[src/verilog/opdec_consts.svh]
// Offsets, field positions, reset values and cycle counts of the decoder
`ifndef OPDEC_CONSTS_SVH
`define OPDEC_CONSTS_SVH

// ----------------------------------------------------------------------
// Register offsets (byte addresses)
// ----------------------------------------------------------------------
`define OPD_CTRL_OFS        8'h00
`define OPD_STATUS_OFS      8'h04
`define OPD_INDEX_W_OFS     8'h10
`define OPD_INDEX_X_OFS     8'h14
`define OPD_INDEX_Y_OFS     8'h18
`define OPD_INDEX_Z_OFS     8'h1c

// ----------------------------------------------------------------------
// Control and status fields
// ----------------------------------------------------------------------
`define OPD_CTRL_WAIT_LSB   0
`define OPD_CTRL_CLKSEL_BIT 2
`define OPD_CTRL_RESET      32'h0000_0000
`define OPD_ST_FLAGS_LSB    0
`define OPD_ST_GIE_BIT      4
`define OPD_ST_BA_BIT       5
`define OPD_ST_BB_BIT       6
`define OPD_ST_BUSY_BIT     7

// ----------------------------------------------------------------------
// Instruction fields
// ----------------------------------------------------------------------
`define OPD_IMM_LSB         4
`define OPD_LREG_LSB        0
`define OPD_RD_LSB          5
`define OPD_RS_LSB          0
`define OPD_MODE_LSB        7
`define OPD_IREG_LSB        5
`define OPD_EXX_BA_BIT      1
`define OPD_EXX_BB_BIT      0
`define OPD_GFULL_LSB       9
`define OPD_RF_BIT          8
`define OPD_GLIM_BIT        1
`define OPD_RET_RF_BIT      0

// ----------------------------------------------------------------------
// Register file layout
// ----------------------------------------------------------------------
`define OPD_NUM_GPR         32
`define OPD_NUM_LIMITED     16
`define OPD_NUM_PHYS        40
`define OPD_ALT_B_BASE      6'd32
`define OPD_ALT_A_BASE      6'd36
`define OPD_BANK_A_FIRST    5'd8
`define OPD_ACC_REG         5'd0

// ----------------------------------------------------------------------
// Cycle counts (T-states) and clock
// ----------------------------------------------------------------------
`define OPD_CLK_PERIOD_NS   4
`define OPD_T_ADD_IMM       3'd2
`define OPD_T_ADDA_REG      3'd2
`define OPD_T_ADDA_IDX      3'd3
`define OPD_T_BANK_SEL      3'd2
`define OPD_T_CALL          3'd2
`define OPD_T_RETURN        3'd2
`define OPD_T_JCC_MISS      3'd2
`define OPD_T_JCC_TAKEN     3'd3
`define OPD_T_GIE_SET       3'd2

`endif

[src/verilog/opdec_pkg.sv]
// Types shared by the operand field decoder modules
package opdec_pkg;

    typedef enum logic [3:0] {
        OP_ADD_IMM,
        OP_ADDA_REG,
        OP_ADDA_IDX,
        OP_BANK_SEL,
        OP_CALL,
        OP_RETURN,
        OP_JCC,
        OP_GIE_SET
    } op_kind_e;

    typedef enum logic [1:0] {
        MODE_POST_DEC,
        MODE_NO_CHANGE,
        MODE_POST_INC,
        MODE_PRE_INC
    } index_mode_e;

    typedef enum logic [1:0] {
        INDEX_REG_W,
        INDEX_REG_X,
        INDEX_REG_Y,
        INDEX_REG_Z
    } index_sel_e;

    typedef struct packed {
        logic n;
        logic z;
        logic c;
        logic v;
    } alu_flags_s;

    typedef struct packed {
        logic [15:0] pc;
        logic        global_irq_enable;
        alu_flags_s  flags;
        logic        bank_a_select;
        logic        bank_b_select;
    } stack_entry_s;

    typedef struct packed {
        logic [15:0] addr;
        logic [7:0]  data;
    } mem_wr_s;

endpackage

[src/verilog/operand_field_decoder.sv]
// Operand field decoder and executer for the 8-bit RISC core
//
// Functional notes
// - Full register operands reach R0-R31; limited operands reach R0-R15.
// - Indexed operand picks one of four index registers and four modes.
// - Mode 00 post-dec, 01 none, 10 post-inc, 11 pre-inc; lr 00..11 W..Z.
// - Interrupt enable control is 2 bits full form, 1 bit limited form.
// - One bit chooses if bank selects and ALU flags are saved/restored.
// - Two independent bits pick main or alternate half of banks A and B.
// - Stack push stores PC, interrupt enable, flags and banks as one entry.
// - Each instruction takes a fixed cycle count by variant and condition.
// - Wait count 00 adds no cycles beyond the listed count.
// - Add-immediate adds to a limited register, writes back, sets NZCV.
// - The immediate is eight bits and the sum replaces the register.
`include "opdec_consts.svh"
`timescale 1ns/1ns
module operand_field_decoder
    import opdec_pkg::*;
#(
    parameter int DW = 8,
    parameter int AW = 16
) (
    input  wire logic         i_clock,
    input  wire logic         i_resetn,
    input  wire logic [7:0]   i_reg_addr,
    input  wire logic [31:0]  i_reg_wdata,
    input  wire logic         i_reg_write,
    input  wire logic         i_reg_read,
    output logic      [31:0]  o_reg_rdata,
    input  wire logic         i_instr_valid,
    input  op_kind_e          i_op_kind,
    input  wire logic [15:0]  i_instr,
    input  wire logic         i_cond_met,
    input  wire logic [AW-1:0] i_pc,
    input  stack_entry_s      i_stack_top,
    output logic              o_instr_ready,
    output logic              o_instr_done,
    output logic              o_stack_push,
    output stack_entry_s      o_stack_entry,
    output logic              o_pc_load,
    output logic      [AW-1:0] o_pc_value,
    output logic              o_mem_write,
    output mem_wr_s           o_mem_wr
);
    typedef enum logic {ST_IDLE, ST_BUSY} run_state_e;

    // ------------------------------------------------------------------
    // Functions
    // ------------------------------------------------------------------
    // Physical slot of a register number under the bank selection
    function automatic logic [5:0] phys_idx(input logic [4:0] r,
                                            input logic       ba,
                                            input logic       bb);
        logic [5:0] idx;
        logic [4:0] a_first;
        a_first = `OPD_BANK_A_FIRST;
        idx = {1'b0, r};
        if (bb && r[4:2] == 3'b000) begin
            idx = `OPD_ALT_B_BASE + {4'b0, r[1:0]};
        end else if (ba && r[4:2] == a_first[4:2]) begin
            idx = `OPD_ALT_A_BASE + {4'b0, r[1:0]};
        end
        return idx;
    endfunction

    // Listed cycle count of one instruction
    function automatic logic [2:0] base_tstates(input op_kind_e op,
                                                input logic     cond);
        logic [2:0] t;
        t = `OPD_T_ADD_IMM;
        unique case (op)
            OP_ADD_IMM:  t = `OPD_T_ADD_IMM;
            OP_ADDA_REG: t = `OPD_T_ADDA_REG;
            OP_ADDA_IDX: t = `OPD_T_ADDA_IDX;
            OP_BANK_SEL: t = `OPD_T_BANK_SEL;
            OP_CALL:     t = `OPD_T_CALL;
            OP_RETURN:   t = `OPD_T_RETURN;
            OP_JCC:      t = cond ? `OPD_T_JCC_TAKEN : `OPD_T_JCC_MISS;
            OP_GIE_SET:  t = `OPD_T_GIE_SET;
            default:     t = `OPD_T_ADD_IMM;
        endcase
        return t;
    endfunction

    // ------------------------------------------------------------------
    // State
    // ------------------------------------------------------------------
    logic [DW-1:0]  regs_ff [0:`OPD_NUM_PHYS-1];
    logic [AW-1:0]  index_ff [0:3];
    alu_flags_s     flags_ff;
    logic           gie_ff;
    logic           ba_ff;
    logic           bb_ff;
    logic [1:0]     wait_ff;
    logic           clk_sel_ff;
    run_state_e     state_ff;
    logic [3:0]     cnt_ff;
    logic [31:0]    rdata_ff;
    logic           push_ff;
    stack_entry_s   entry_ff;
    logic           pc_load_ff;
    logic [AW-1:0]  pc_value_ff;
    logic           mem_write_ff;
    mem_wr_s        mem_wr_ff;

    // ------------------------------------------------------------------
    // Operand decode
    // ------------------------------------------------------------------
    wire            take      = i_instr_valid && (state_ff == ST_IDLE);
    wire [7:0]      imm       = i_instr[`OPD_IMM_LSB +: 8];
    wire [4:0]      lim_reg   = {1'b0, i_instr[`OPD_LREG_LSB +: 4]};
    wire [4:0]      rd_reg    = i_instr[`OPD_RD_LSB +: 5];
    wire [4:0]      rs_reg    = i_instr[`OPD_RS_LSB +: 5];
    index_mode_e    idx_mode;
    index_sel_e     idx_sel;
    assign idx_mode = index_mode_e'(i_instr[`OPD_MODE_LSB +: 2]);
    assign idx_sel  = index_sel_e'(i_instr[`OPD_IREG_LSB +: 2]);
    wire [1:0]      g_full    = i_instr[`OPD_GFULL_LSB +: 2];
    wire            g_lim     = i_instr[`OPD_GLIM_BIT];
    wire            rf_call   = i_instr[`OPD_RF_BIT];
    wire            rf_ret    = i_instr[`OPD_RET_RF_BIT];
    wire            new_ba    = i_instr[`OPD_EXX_BA_BIT];
    wire            new_bb    = i_instr[`OPD_EXX_BB_BIT];

    wire [5:0]      lim_phys  = phys_idx(lim_reg, ba_ff, bb_ff);
    wire [5:0]      rd_phys   = phys_idx(rd_reg, ba_ff, bb_ff);
    wire [5:0]      rs_phys   = phys_idx(rs_reg, ba_ff, bb_ff);
    wire [5:0]      acc_phys  = phys_idx(`OPD_ACC_REG, ba_ff, bb_ff);
    wire            is_add    = (i_op_kind == OP_ADD_IMM);
    wire [DW-1:0]   add_a     = is_add ? regs_ff[lim_phys]
                                       : regs_ff[rs_phys];
    wire [DW-1:0]   add_b     = is_add ? imm : regs_ff[acc_phys];
    wire [DW-1:0]   sum;
    alu_flags_s     sum_flags;
    wire [AW-1:0]   idx_value = index_ff[idx_sel];
    wire [AW-1:0]   idx_addr;
    wire [AW-1:0]   idx_next;

    // Total cycles: listed count plus programmed wait cycles
    wire [3:0]      total_cyc = {1'b0, base_tstates(i_op_kind, i_cond_met)}
                                + {2'b00, wait_ff};

    wire            wr_reg    = take && (is_add ||
                                (i_op_kind == OP_ADDA_REG));
    wire [5:0]      wr_phys   = is_add ? lim_phys : rd_phys;
    wire            upd_flags = take && (is_add ||
                                (i_op_kind == OP_ADDA_REG) ||
                                (i_op_kind == OP_ADDA_IDX));
    wire            upd_index = take && (i_op_kind == OP_ADDA_IDX);
    wire            do_ret    = take && (i_op_kind == OP_RETURN);

    add_flags_unit #(.W(DW)) u_add (
        .i_a     (add_a),
        .i_b     (add_b),
        .o_sum   (sum),
        .o_flags (sum_flags)
    );

    index_addr_unit #(.AW(AW)) u_index (
        .i_value (idx_value),
        .i_mode  (idx_mode),
        .o_addr  (idx_addr),
        .o_next  (idx_next)
    );

    // ------------------------------------------------------------------
    // Register port decode
    // ------------------------------------------------------------------
    wire            sw_ctrl   = i_reg_write && (i_reg_addr == `OPD_CTRL_OFS);
    wire            sw_index  = i_reg_write && (i_reg_addr[7:4] == 4'h1) &&
                                (i_reg_addr[1:0] == 2'b00);
    wire [1:0]      sw_isel   = i_reg_addr[3:2];
    wire [31:0]     ctrl_view = {29'h0, clk_sel_ff, wait_ff};
    wire [31:0]     stat_view = {24'h0, (state_ff == ST_BUSY), bb_ff,
                                 ba_ff, gie_ff, flags_ff};
    wire [31:0]     read_mux  =
        (i_reg_addr == `OPD_CTRL_OFS)    ? ctrl_view :
        (i_reg_addr == `OPD_STATUS_OFS)  ? stat_view :
        (i_reg_addr == `OPD_INDEX_W_OFS) ? {16'h0, index_ff[0]} :
        (i_reg_addr == `OPD_INDEX_X_OFS) ? {16'h0, index_ff[1]} :
        (i_reg_addr == `OPD_INDEX_Y_OFS) ? {16'h0, index_ff[2]} :
        (i_reg_addr == `OPD_INDEX_Z_OFS) ? {16'h0, index_ff[3]} :
        32'h0000_0000;

    assign o_reg_rdata   = rdata_ff;
    assign o_instr_ready = (state_ff == ST_IDLE);
    assign o_instr_done  = (state_ff == ST_BUSY) && (cnt_ff == 4'h1);
    assign o_stack_push  = push_ff;
    assign o_stack_entry = entry_ff;
    assign o_pc_load     = pc_load_ff;
    assign o_pc_value    = pc_value_ff;
    assign o_mem_write   = mem_write_ff;
    assign o_mem_wr      = mem_wr_ff;

    // ------------------------------------------------------------------
    // Software registers
    // ------------------------------------------------------------------
    always_ff @(posedge i_clock or negedge i_resetn) begin
        if (!i_resetn) begin
            wait_ff    <= 2'h0;
            clk_sel_ff <= 1'b0;
            rdata_ff   <= 32'h0000_0000;
        end else begin
            rdata_ff <= i_reg_read ? read_mux : 32'h0000_0000;
            if (sw_ctrl) begin
                wait_ff    <= i_reg_wdata[`OPD_CTRL_WAIT_LSB +: 2];
                clk_sel_ff <= i_reg_wdata[`OPD_CTRL_CLKSEL_BIT];
            end
        end
    end

    // Software write to an index register wins over the pointer update
    always_ff @(posedge i_clock or negedge i_resetn) begin
        if (!i_resetn) begin
            for (int i = 0; i < 4; i++) begin
                index_ff[i] <= '0;
            end
        end else if (sw_index) begin
            index_ff[sw_isel] <= i_reg_wdata[AW-1:0];
        end else if (upd_index) begin
            index_ff[idx_sel] <= idx_next;
        end
    end

    // ------------------------------------------------------------------
    // Register file and processor status
    // ------------------------------------------------------------------
    always_ff @(posedge i_clock or negedge i_resetn) begin
        if (!i_resetn) begin
            for (int i = 0; i < `OPD_NUM_PHYS; i++) begin
                regs_ff[i] <= '0;
            end
        end else if (wr_reg) begin
            regs_ff[wr_phys] <= sum;
        end
    end

    always_ff @(posedge i_clock or negedge i_resetn) begin
        if (!i_resetn) begin
            flags_ff <= '0;
            gie_ff   <= 1'b0;
            ba_ff    <= 1'b0;
            bb_ff    <= 1'b0;
        end else if (upd_flags) begin
            flags_ff <= sum_flags;
        end else if (take && i_op_kind == OP_BANK_SEL) begin
            ba_ff <= new_ba;
            bb_ff <= new_bb;
        end else if (take && i_op_kind == OP_GIE_SET && g_full[1]) begin
            gie_ff <= g_full[0];
        end else if (do_ret) begin
            if (g_lim) begin
                gie_ff <= i_stack_top.global_irq_enable;
            end
            if (rf_ret) begin
                flags_ff <= i_stack_top.flags;
                ba_ff    <= i_stack_top.bank_a_select;
                bb_ff    <= i_stack_top.bank_b_select;
            end
        end
    end

    // ------------------------------------------------------------------
    // Outputs toward stack, program counter and data memory
    // ------------------------------------------------------------------
    always_ff @(posedge i_clock or negedge i_resetn) begin
        if (!i_resetn) begin
            push_ff      <= 1'b0;
            entry_ff     <= '0;
            pc_load_ff   <= 1'b0;
            pc_value_ff  <= '0;
            mem_write_ff <= 1'b0;
            mem_wr_ff    <= '0;
        end else begin
            push_ff      <= take && (i_op_kind == OP_CALL);
            pc_load_ff   <= do_ret;
            mem_write_ff <= upd_index;
            if (take && i_op_kind == OP_CALL) begin
                entry_ff <= {i_pc, gie_ff, flags_ff, ba_ff, bb_ff};
                if (!rf_call) begin
                    entry_ff.flags         <= '0;
                    entry_ff.bank_a_select <= 1'b0;
                    entry_ff.bank_b_select <= 1'b0;
                end
            end
            if (do_ret) begin
                pc_value_ff <= i_stack_top.pc;
            end
            if (upd_index) begin
                mem_wr_ff <= {idx_addr, sum};
            end
        end
    end

    // ------------------------------------------------------------------
    // Cycle accounting
    // ------------------------------------------------------------------
    always_ff @(posedge i_clock or negedge i_resetn) begin
        if (!i_resetn) begin
            state_ff <= ST_IDLE;
            cnt_ff   <= 4'h0;
        end else begin
            unique case (state_ff)
                ST_IDLE: begin
                    if (take) begin
                        state_ff <= ST_BUSY;
                        cnt_ff   <= total_cyc - 4'h1;
                    end
                end
                ST_BUSY: begin
                    cnt_ff <= cnt_ff - 4'h1;
                    if (cnt_ff == 4'h1) begin
                        state_ff <= ST_IDLE;
                    end
                end
            endcase
        end
    end

    // ------------------------------------------------------------------
    // Assertions
    // ------------------------------------------------------------------
    add_cycles_a: assert property (
        @(posedge i_clock) disable iff (!i_resetn)
        take && is_add && wait_ff == 2'h0 |-> ##1 o_instr_done)
        else $error("add without waits did not take two cycles");

    index_cycles_a: assert property (
        @(posedge i_clock) disable iff (!i_resetn)
        take && i_op_kind == OP_ADDA_IDX && wait_ff == 2'h0
        |-> ##1 !o_instr_done ##1 o_instr_done)
        else $error("indexed add did not take three cycles");

    wait_extend_a: assert property (
        @(posedge i_clock) disable iff (!i_resetn)
        take && is_add && wait_ff == 2'h3
        |-> ##1 (!o_instr_done)[*3] ##1 o_instr_done ##1 o_instr_ready)
        else $error("wait cycles not added to add");

    push_entry_a: assert property (
        @(posedge i_clock) disable iff (!i_resetn)
        take && i_op_kind == OP_CALL |=> o_stack_push &&
        o_stack_entry.pc == $past(i_pc) &&
        o_stack_entry.global_irq_enable == $past(gie_ff))
        else $error("stack entry does not hold pc and enable");

    pre_inc_a: assert property (
        @(posedge i_clock) disable iff (!i_resetn)
        upd_index && idx_mode == MODE_PRE_INC && !sw_index
        |=> o_mem_write && o_mem_wr.addr == $past(idx_value) + 16'h1 &&
        index_ff[$past(idx_sel)] == o_mem_wr.addr)
        else $error("pre-increment address wrong");

    add_write_a: assert property (
        @(posedge i_clock) disable iff (!i_resetn)
        take && is_add |=> regs_ff[$past(lim_phys)] ==
        $past(regs_ff[lim_phys]) + $past(imm))
        else $error("add immediate result not written back");

    bank_sel_a: assert property (
        @(posedge i_clock) disable iff (!i_resetn)
        take && i_op_kind == OP_BANK_SEL
        |=> ba_ff == $past(new_ba) && bb_ff == $past(new_bb))
        else $error("bank selection not taken");

    ret_keep_a: assert property (
        @(posedge i_clock) disable iff (!i_resetn)
        do_ret && !rf_ret |=> flags_ff == $past(flags_ff) &&
        ba_ff == $past(ba_ff) && bb_ff == $past(bb_ff))
        else $error("return without restore changed status");

    gie_set_a: assert property (
        @(posedge i_clock) disable iff (!i_resetn)
        take && i_op_kind == OP_GIE_SET && g_full == 2'h3 |=> gie_ff)
        else $error("interrupt enable not set");

    acc_bank_a: assert property (
        @(posedge i_clock) disable iff (!i_resetn)
        bb_ff |-> acc_phys == `OPD_ALT_B_BASE)
        else $error("alternate accumulator not used");

endmodule // operand_field_decoder

[src/verilog/add_flags_unit.sv]
// Adder with negative, zero, carry and overflow flags
`timescale 1ns/1ns
module add_flags_unit
    import opdec_pkg::*;
#(
    parameter int W = 8
) (
    input  wire logic [W-1:0] i_a,
    input  wire logic [W-1:0] i_b,
    output logic      [W-1:0] o_sum,
    output alu_flags_s        o_flags
);
    wire [W:0] full_sum = {1'b0, i_a} + {1'b0, i_b};

    assign o_sum     = full_sum[W-1:0];
    assign o_flags.n = full_sum[W-1];
    assign o_flags.z = (full_sum[W-1:0] == '0);
    assign o_flags.c = full_sum[W];
    assign o_flags.v = (i_a[W-1] == i_b[W-1]) &&
                       (full_sum[W-1] != i_a[W-1]);
endmodule // add_flags_unit

[src/verilog/index_addr_unit.sv]
// Effective address and pointer update for the four index modes
`timescale 1ns/1ns
module index_addr_unit
    import opdec_pkg::*;
#(
    parameter int AW = 16
) (
    input  wire logic [AW-1:0] i_value,
    input  index_mode_e        i_mode,
    output logic      [AW-1:0] o_addr,
    output logic      [AW-1:0] o_next
);
    wire [AW-1:0] plus_one  = i_value + AW'(1);
    wire [AW-1:0] minus_one = i_value - AW'(1);

    // Pre-increment uses the bumped pointer, the others the old one
    assign o_addr = (i_mode == MODE_PRE_INC) ? plus_one : i_value;
    assign o_next = (i_mode == MODE_POST_DEC)  ? minus_one :
                    (i_mode == MODE_NO_CHANGE) ? i_value   :
                    plus_one;
endmodule // index_addr_unit

[config.mk]
export PLATFORM = sky130hd
export DESIGN_NAME = operand_field_decoder
export DESIGN_NICKNAME = d
export VERILOG_FILES = /design/src/verilog/opdec_pkg.sv /design/src/verilog/operand_field_decoder.sv /design/src/verilog/add_flags_unit.sv /design/src/verilog/index_addr_unit.sv
export VERILOG_INCLUDE_DIRS = /design/src /design/src/verilog
export SDC_FILE = /design/constraint.sdc
export NUM_CORES = 1
export LEC_CHECK = 0
export BUFFER_PORTS_ARGS = -buffer_cell sky130_fd_sc_hd__buf_2
export CAP_MARGIN = 20
export CORE_AREA = 4 4 208 210
export DETAILED_ROUTE_END_ITERATION = 7
export DIE_AREA = 0 0 212 214
export PLACE_DENSITY = 0.83
export RECOVER_POWER = 50
export SLEW_MARGIN = 30
export SYNTH_ARGS = -nofsm -noshare
export SYNTH_HDL_FRONTEND = slang
export SYNTH_HIERARCHICAL = 1
export SYNTH_SLANG_ARGS = --single-unit
[constraint.sdc]
create_clock -name i_clock -period 5.8 [get_ports i_clock]
set_input_delay 0.29 -clock i_clock [delete_from_list [all_inputs] [get_ports i_clock]]
set_output_delay 0.29 -clock i_clock [all_outputs]
set_load 0.005 [all_outputs]
==> impl_metrics.csv <==
group,metric,value,unit
synth,yosys-mux-area-fraction,0.2716,
routing,viasPerCell,6.497,
placed_design,gp_congestion,0.9771,
floorplan,die_w,212,µm
synth,synth-compound-area-share,0.08874,
layout,final_core_util,0.6637,
synth,synth.top_cells.by_area,"dfrtp_1 (49%), mux2_2 (15%), mux4_2 (10%), nand2_1 (3.7%), a22o_1 (2.5%)",
clock_network,cts_tree,"done",
sta,min_period_over_period,0.7969,
sta,period_minus_slack,4622,ps
power_and_ir_drop,leakage,13.69,nW
worst_setup_path,start_kind,"register",
synth,synth_largest_area_cell,"dfrtp_1",
routing,routed_wl,65.27,mm
clock_network,clk_path_buf_depth,3,
worst_setup_path,critical_path_arrival,5070,ps
clock_network,cts_max_level,2,
hold_path,hold_path.class,"in -> reg",
worst_setup_path,critPathMaxFanout,34,
synth,ys_top_cells_by_count,"dfrtp_1 (481), mux2_2 (325), nand2_1 (244)",
routing,dr.pass1.iters,6,
floorplan,core_area,41570,µm²
status,outcome,"finished, violations left",
routing,vias,17361,
sta,worstMarginPinSlew,2413,ps
power_and_ir_drop,ir_drop,0.0002289,V
job,timing.max_cap.violations,5,
synth,yosys.cell_types.count,84,
synth,async_flop_share,1.000,
clock_network,cts-root-buf,"clkbuf_16",
clock_network,clk_pin_slew,60,ps
sta,finalSetupTns,0,ps
routing,drt_iter0_drc,1919,
clock_network,clock_latency,600,ps
floorplan,initial_core_util,0.5895,
placed_design,place_hpwl,42.27,mm
sta,maxSlewViolCount,327,
clock_network,cts_resized,0,
sta,setup_viol,0,
floorplan,core.rowCount,75,
worst_setup_path,required,6250,ps
synth,synthSimpleGateAreaFrac,0.09283,
floorplan,die_area,45370,µm²
floorplan,ios,205,
synth,synth-main-ff-cell,"dfrtp_1",
worst_setup_path,cp_cell_sequence,"nor4bb_1, a22o_1, a221oi_1, o21a_1, a32oi_1, ha_1, inv_1, fa_1, nor2b_1, o31a_1, nor3_1, nor2_2, buf_12, nor4_2, nand2_1, o21ai_0",
routing,met2_length,31.86,mm
sta,skew,29.87,ps
routing,wl_per_cell,24.43,µm
global_routing,grt_pass1_wl,102.6,mm
clock_network,cts_buffers,49,
sta,hold_ws,20.36,ps
synth,synth_area,24500,µm²
worst_setup_path,worstSetupEndpointType,"register",
routing,ant_nets,0,
layout,syn_to_final_growth,12.59,%
global_routing,grt_pass1_vias,18040,
synth,postSynthAreaPerCell,12.54,µm²
sta,rsz0062_at_grt,"false",
global_routing,grt_usage,0.2870,
global_routing,grt_antenna_before_repair,0,
power_and_ir_drop,power.density,286.7,nW/µm²
synth,synth-adder-area-share,0.007965,
synth,ys_seq_area_frac,0.4912,
floorplan,die_height,214,µm
layout,fin_nets,2219,
synth,synth_edf_count,0,
worst_setup_path,critPathSlowestCell,"nor4bb_1",
routing,route.met3.wl,4.907,mm
synth,ys_ff_latch,481,
routing,wl_met1,25.98,mm
sta,slew_headroom,-0.6085,
synth,yosys.area_share.xor_xnor,0.01251,
sta,max_freq,0.2164,GHz
synth,yosysWarnings,6,
global_routing,grt_max_degree,184,
sta,hold_violations,0,
clock_network,cts_sinks,481,
status,violations,"max-capacitance violations, max-slew violations",
synth,synth_top_family_by_area,"multiplexers",
routing,drc,0,
placed_design,port-buffer-count,168,
layout,layout-drive-gt1-share,0.3340,
synth,synth_most_common_cell,"dfrtp_1",
synth,netlist_instances,1954,
worst_setup_path,critPathMaxStageDelay,860,ps
global_routing,overflow,0,
synth,synth_top_area_share,0.4912,
worst_setup_path,crit_type,"reg -> reg",
routing,top_layer_used,"met4",
[final timing paths]
path	startpoint	to	slack [ps]	cells past startpoint
max reg2reg	ba_ff	flags_ff[2]	1180	16
min	i_stack_top[3]	flags_ff[1]	20	3
min in group asynchronous	i_resetn	o_stack_entry[13]	1020	2
min reg2reg	o_stack_entry[10]	o_stack_entry[10]	470	2
max in group asynchronous	i_resetn	regs_ff[74]	1520	4
max	ba_ff	flags_ff[2]	1180	16
[what timing repair did]
action | CTS | global route
hold buffers | 37 | 0
setup endpoints to repair | 0 | 0
endpoints found under the hold margin | 162 | 0
setup buffers | 0 | 0
[worst max-delay path: cells and delay by family (launching register included)]
family	cells	cell delay [ps]
AOI/OAI and AO/OA	6	1060
adders and majority gates	2	700
buffers and inverters	2	330
DFF	1	710
and+or+nand+nor	6	1660
[layout by cell type (no fill, tap or decap), types with 12 or more instances in the layout]
cell,count
a22oi_1,17
and3_1,16
nor2_1,42
buf_4,28
conb_1,16
clkbuf_1,65
mux4_2,110
dlygate4sd3_1,37
a22o_1,69
mux2_2,325
a21oi_1,23
mux2i_1,45
nor2_2,24
inv_1,25
clkbuf_16,50
nand3_1,23
ha_1,14
nor3_1,16
xnor2_1,26
buf_2,111
o21ai_0,37
dfrtp_1,481
nand2_1,244
nor2b_1,12
a21o_1,67
[per-layer routing]
metal	vias to the layer above	GRT usage
li1	7408	-
met4	0	0.1089
met2	851	0.4660
met3	192	0.05536
met1	8910	0.3868
met5	-	0
[final cells by class]
class | count | area [µm²]
Antenna cell | 1 | 2.502
Clock buffer | 70 | 1426
Clock inverter | 14 | 163.9
Fill cell | 2871 | 13980
Inverter | 28 | 105.1
Multi-Input combinational cell | 1299 | 11700
Sequential cell | 481 | 12040
Tap cell | 539 | 674.4
Timing Repair Buffer | 240 | 1486
[kinds of logic (layout without fill, tap and decap cells)]
group | Yosys count | after routing
other | 1 | 17
AND/OR/NAND/NOR | 463 | 463
adder cells (fa/ha/maj) | 15 | 15
buffers and inverters | 189 | 352
XOR/XNOR | 35 | 35
AO/OA/AOI/OAI | 284 | 284
flip-flops | 481 | 481
multiplexers | 486 | 486
[per-stage QoR]
stage / power [mW] / setup WS [ps] / std cells / instance area (µm²)
2_1_floorplan: 4.363 / 1519 / 1969 / 24560
3_3_place_gp: 4.739 / 1042 / 2547 / 25680
3_5_place_dp: 4.786 / 944.0 / 2547 / 25680
4_1_cts: 7.935 / 1365 / 2668 / 27640
5_1_grt: 8.212 / 799.8 / 2671 / 27590
6_report: 7.910 / 1178 / 2672 / 27590
[sequential cells by signal, summed over array words and instances (netlist names), 4 cells and up]
signal / flops
index_ff: 64
o_stack_entry: 23
o_mem_wr: 24
o_reg_rdata: 16
flags_ff: 4
regs_ff: 320
cnt_ff: 4
o_pc_value: 16
[where the power goes]
group | total [mW] | internal, mW | leakage [nW] | switching, mW
clock | 3.14 | 1.84 | 0.789 | 1.31
combinational | 1.06 | 0.415 | 6.22 | 0.645
sequential | 3.71 | 3.56 | 6.67 | 0.152
Power figures use the tool's default switching activity.
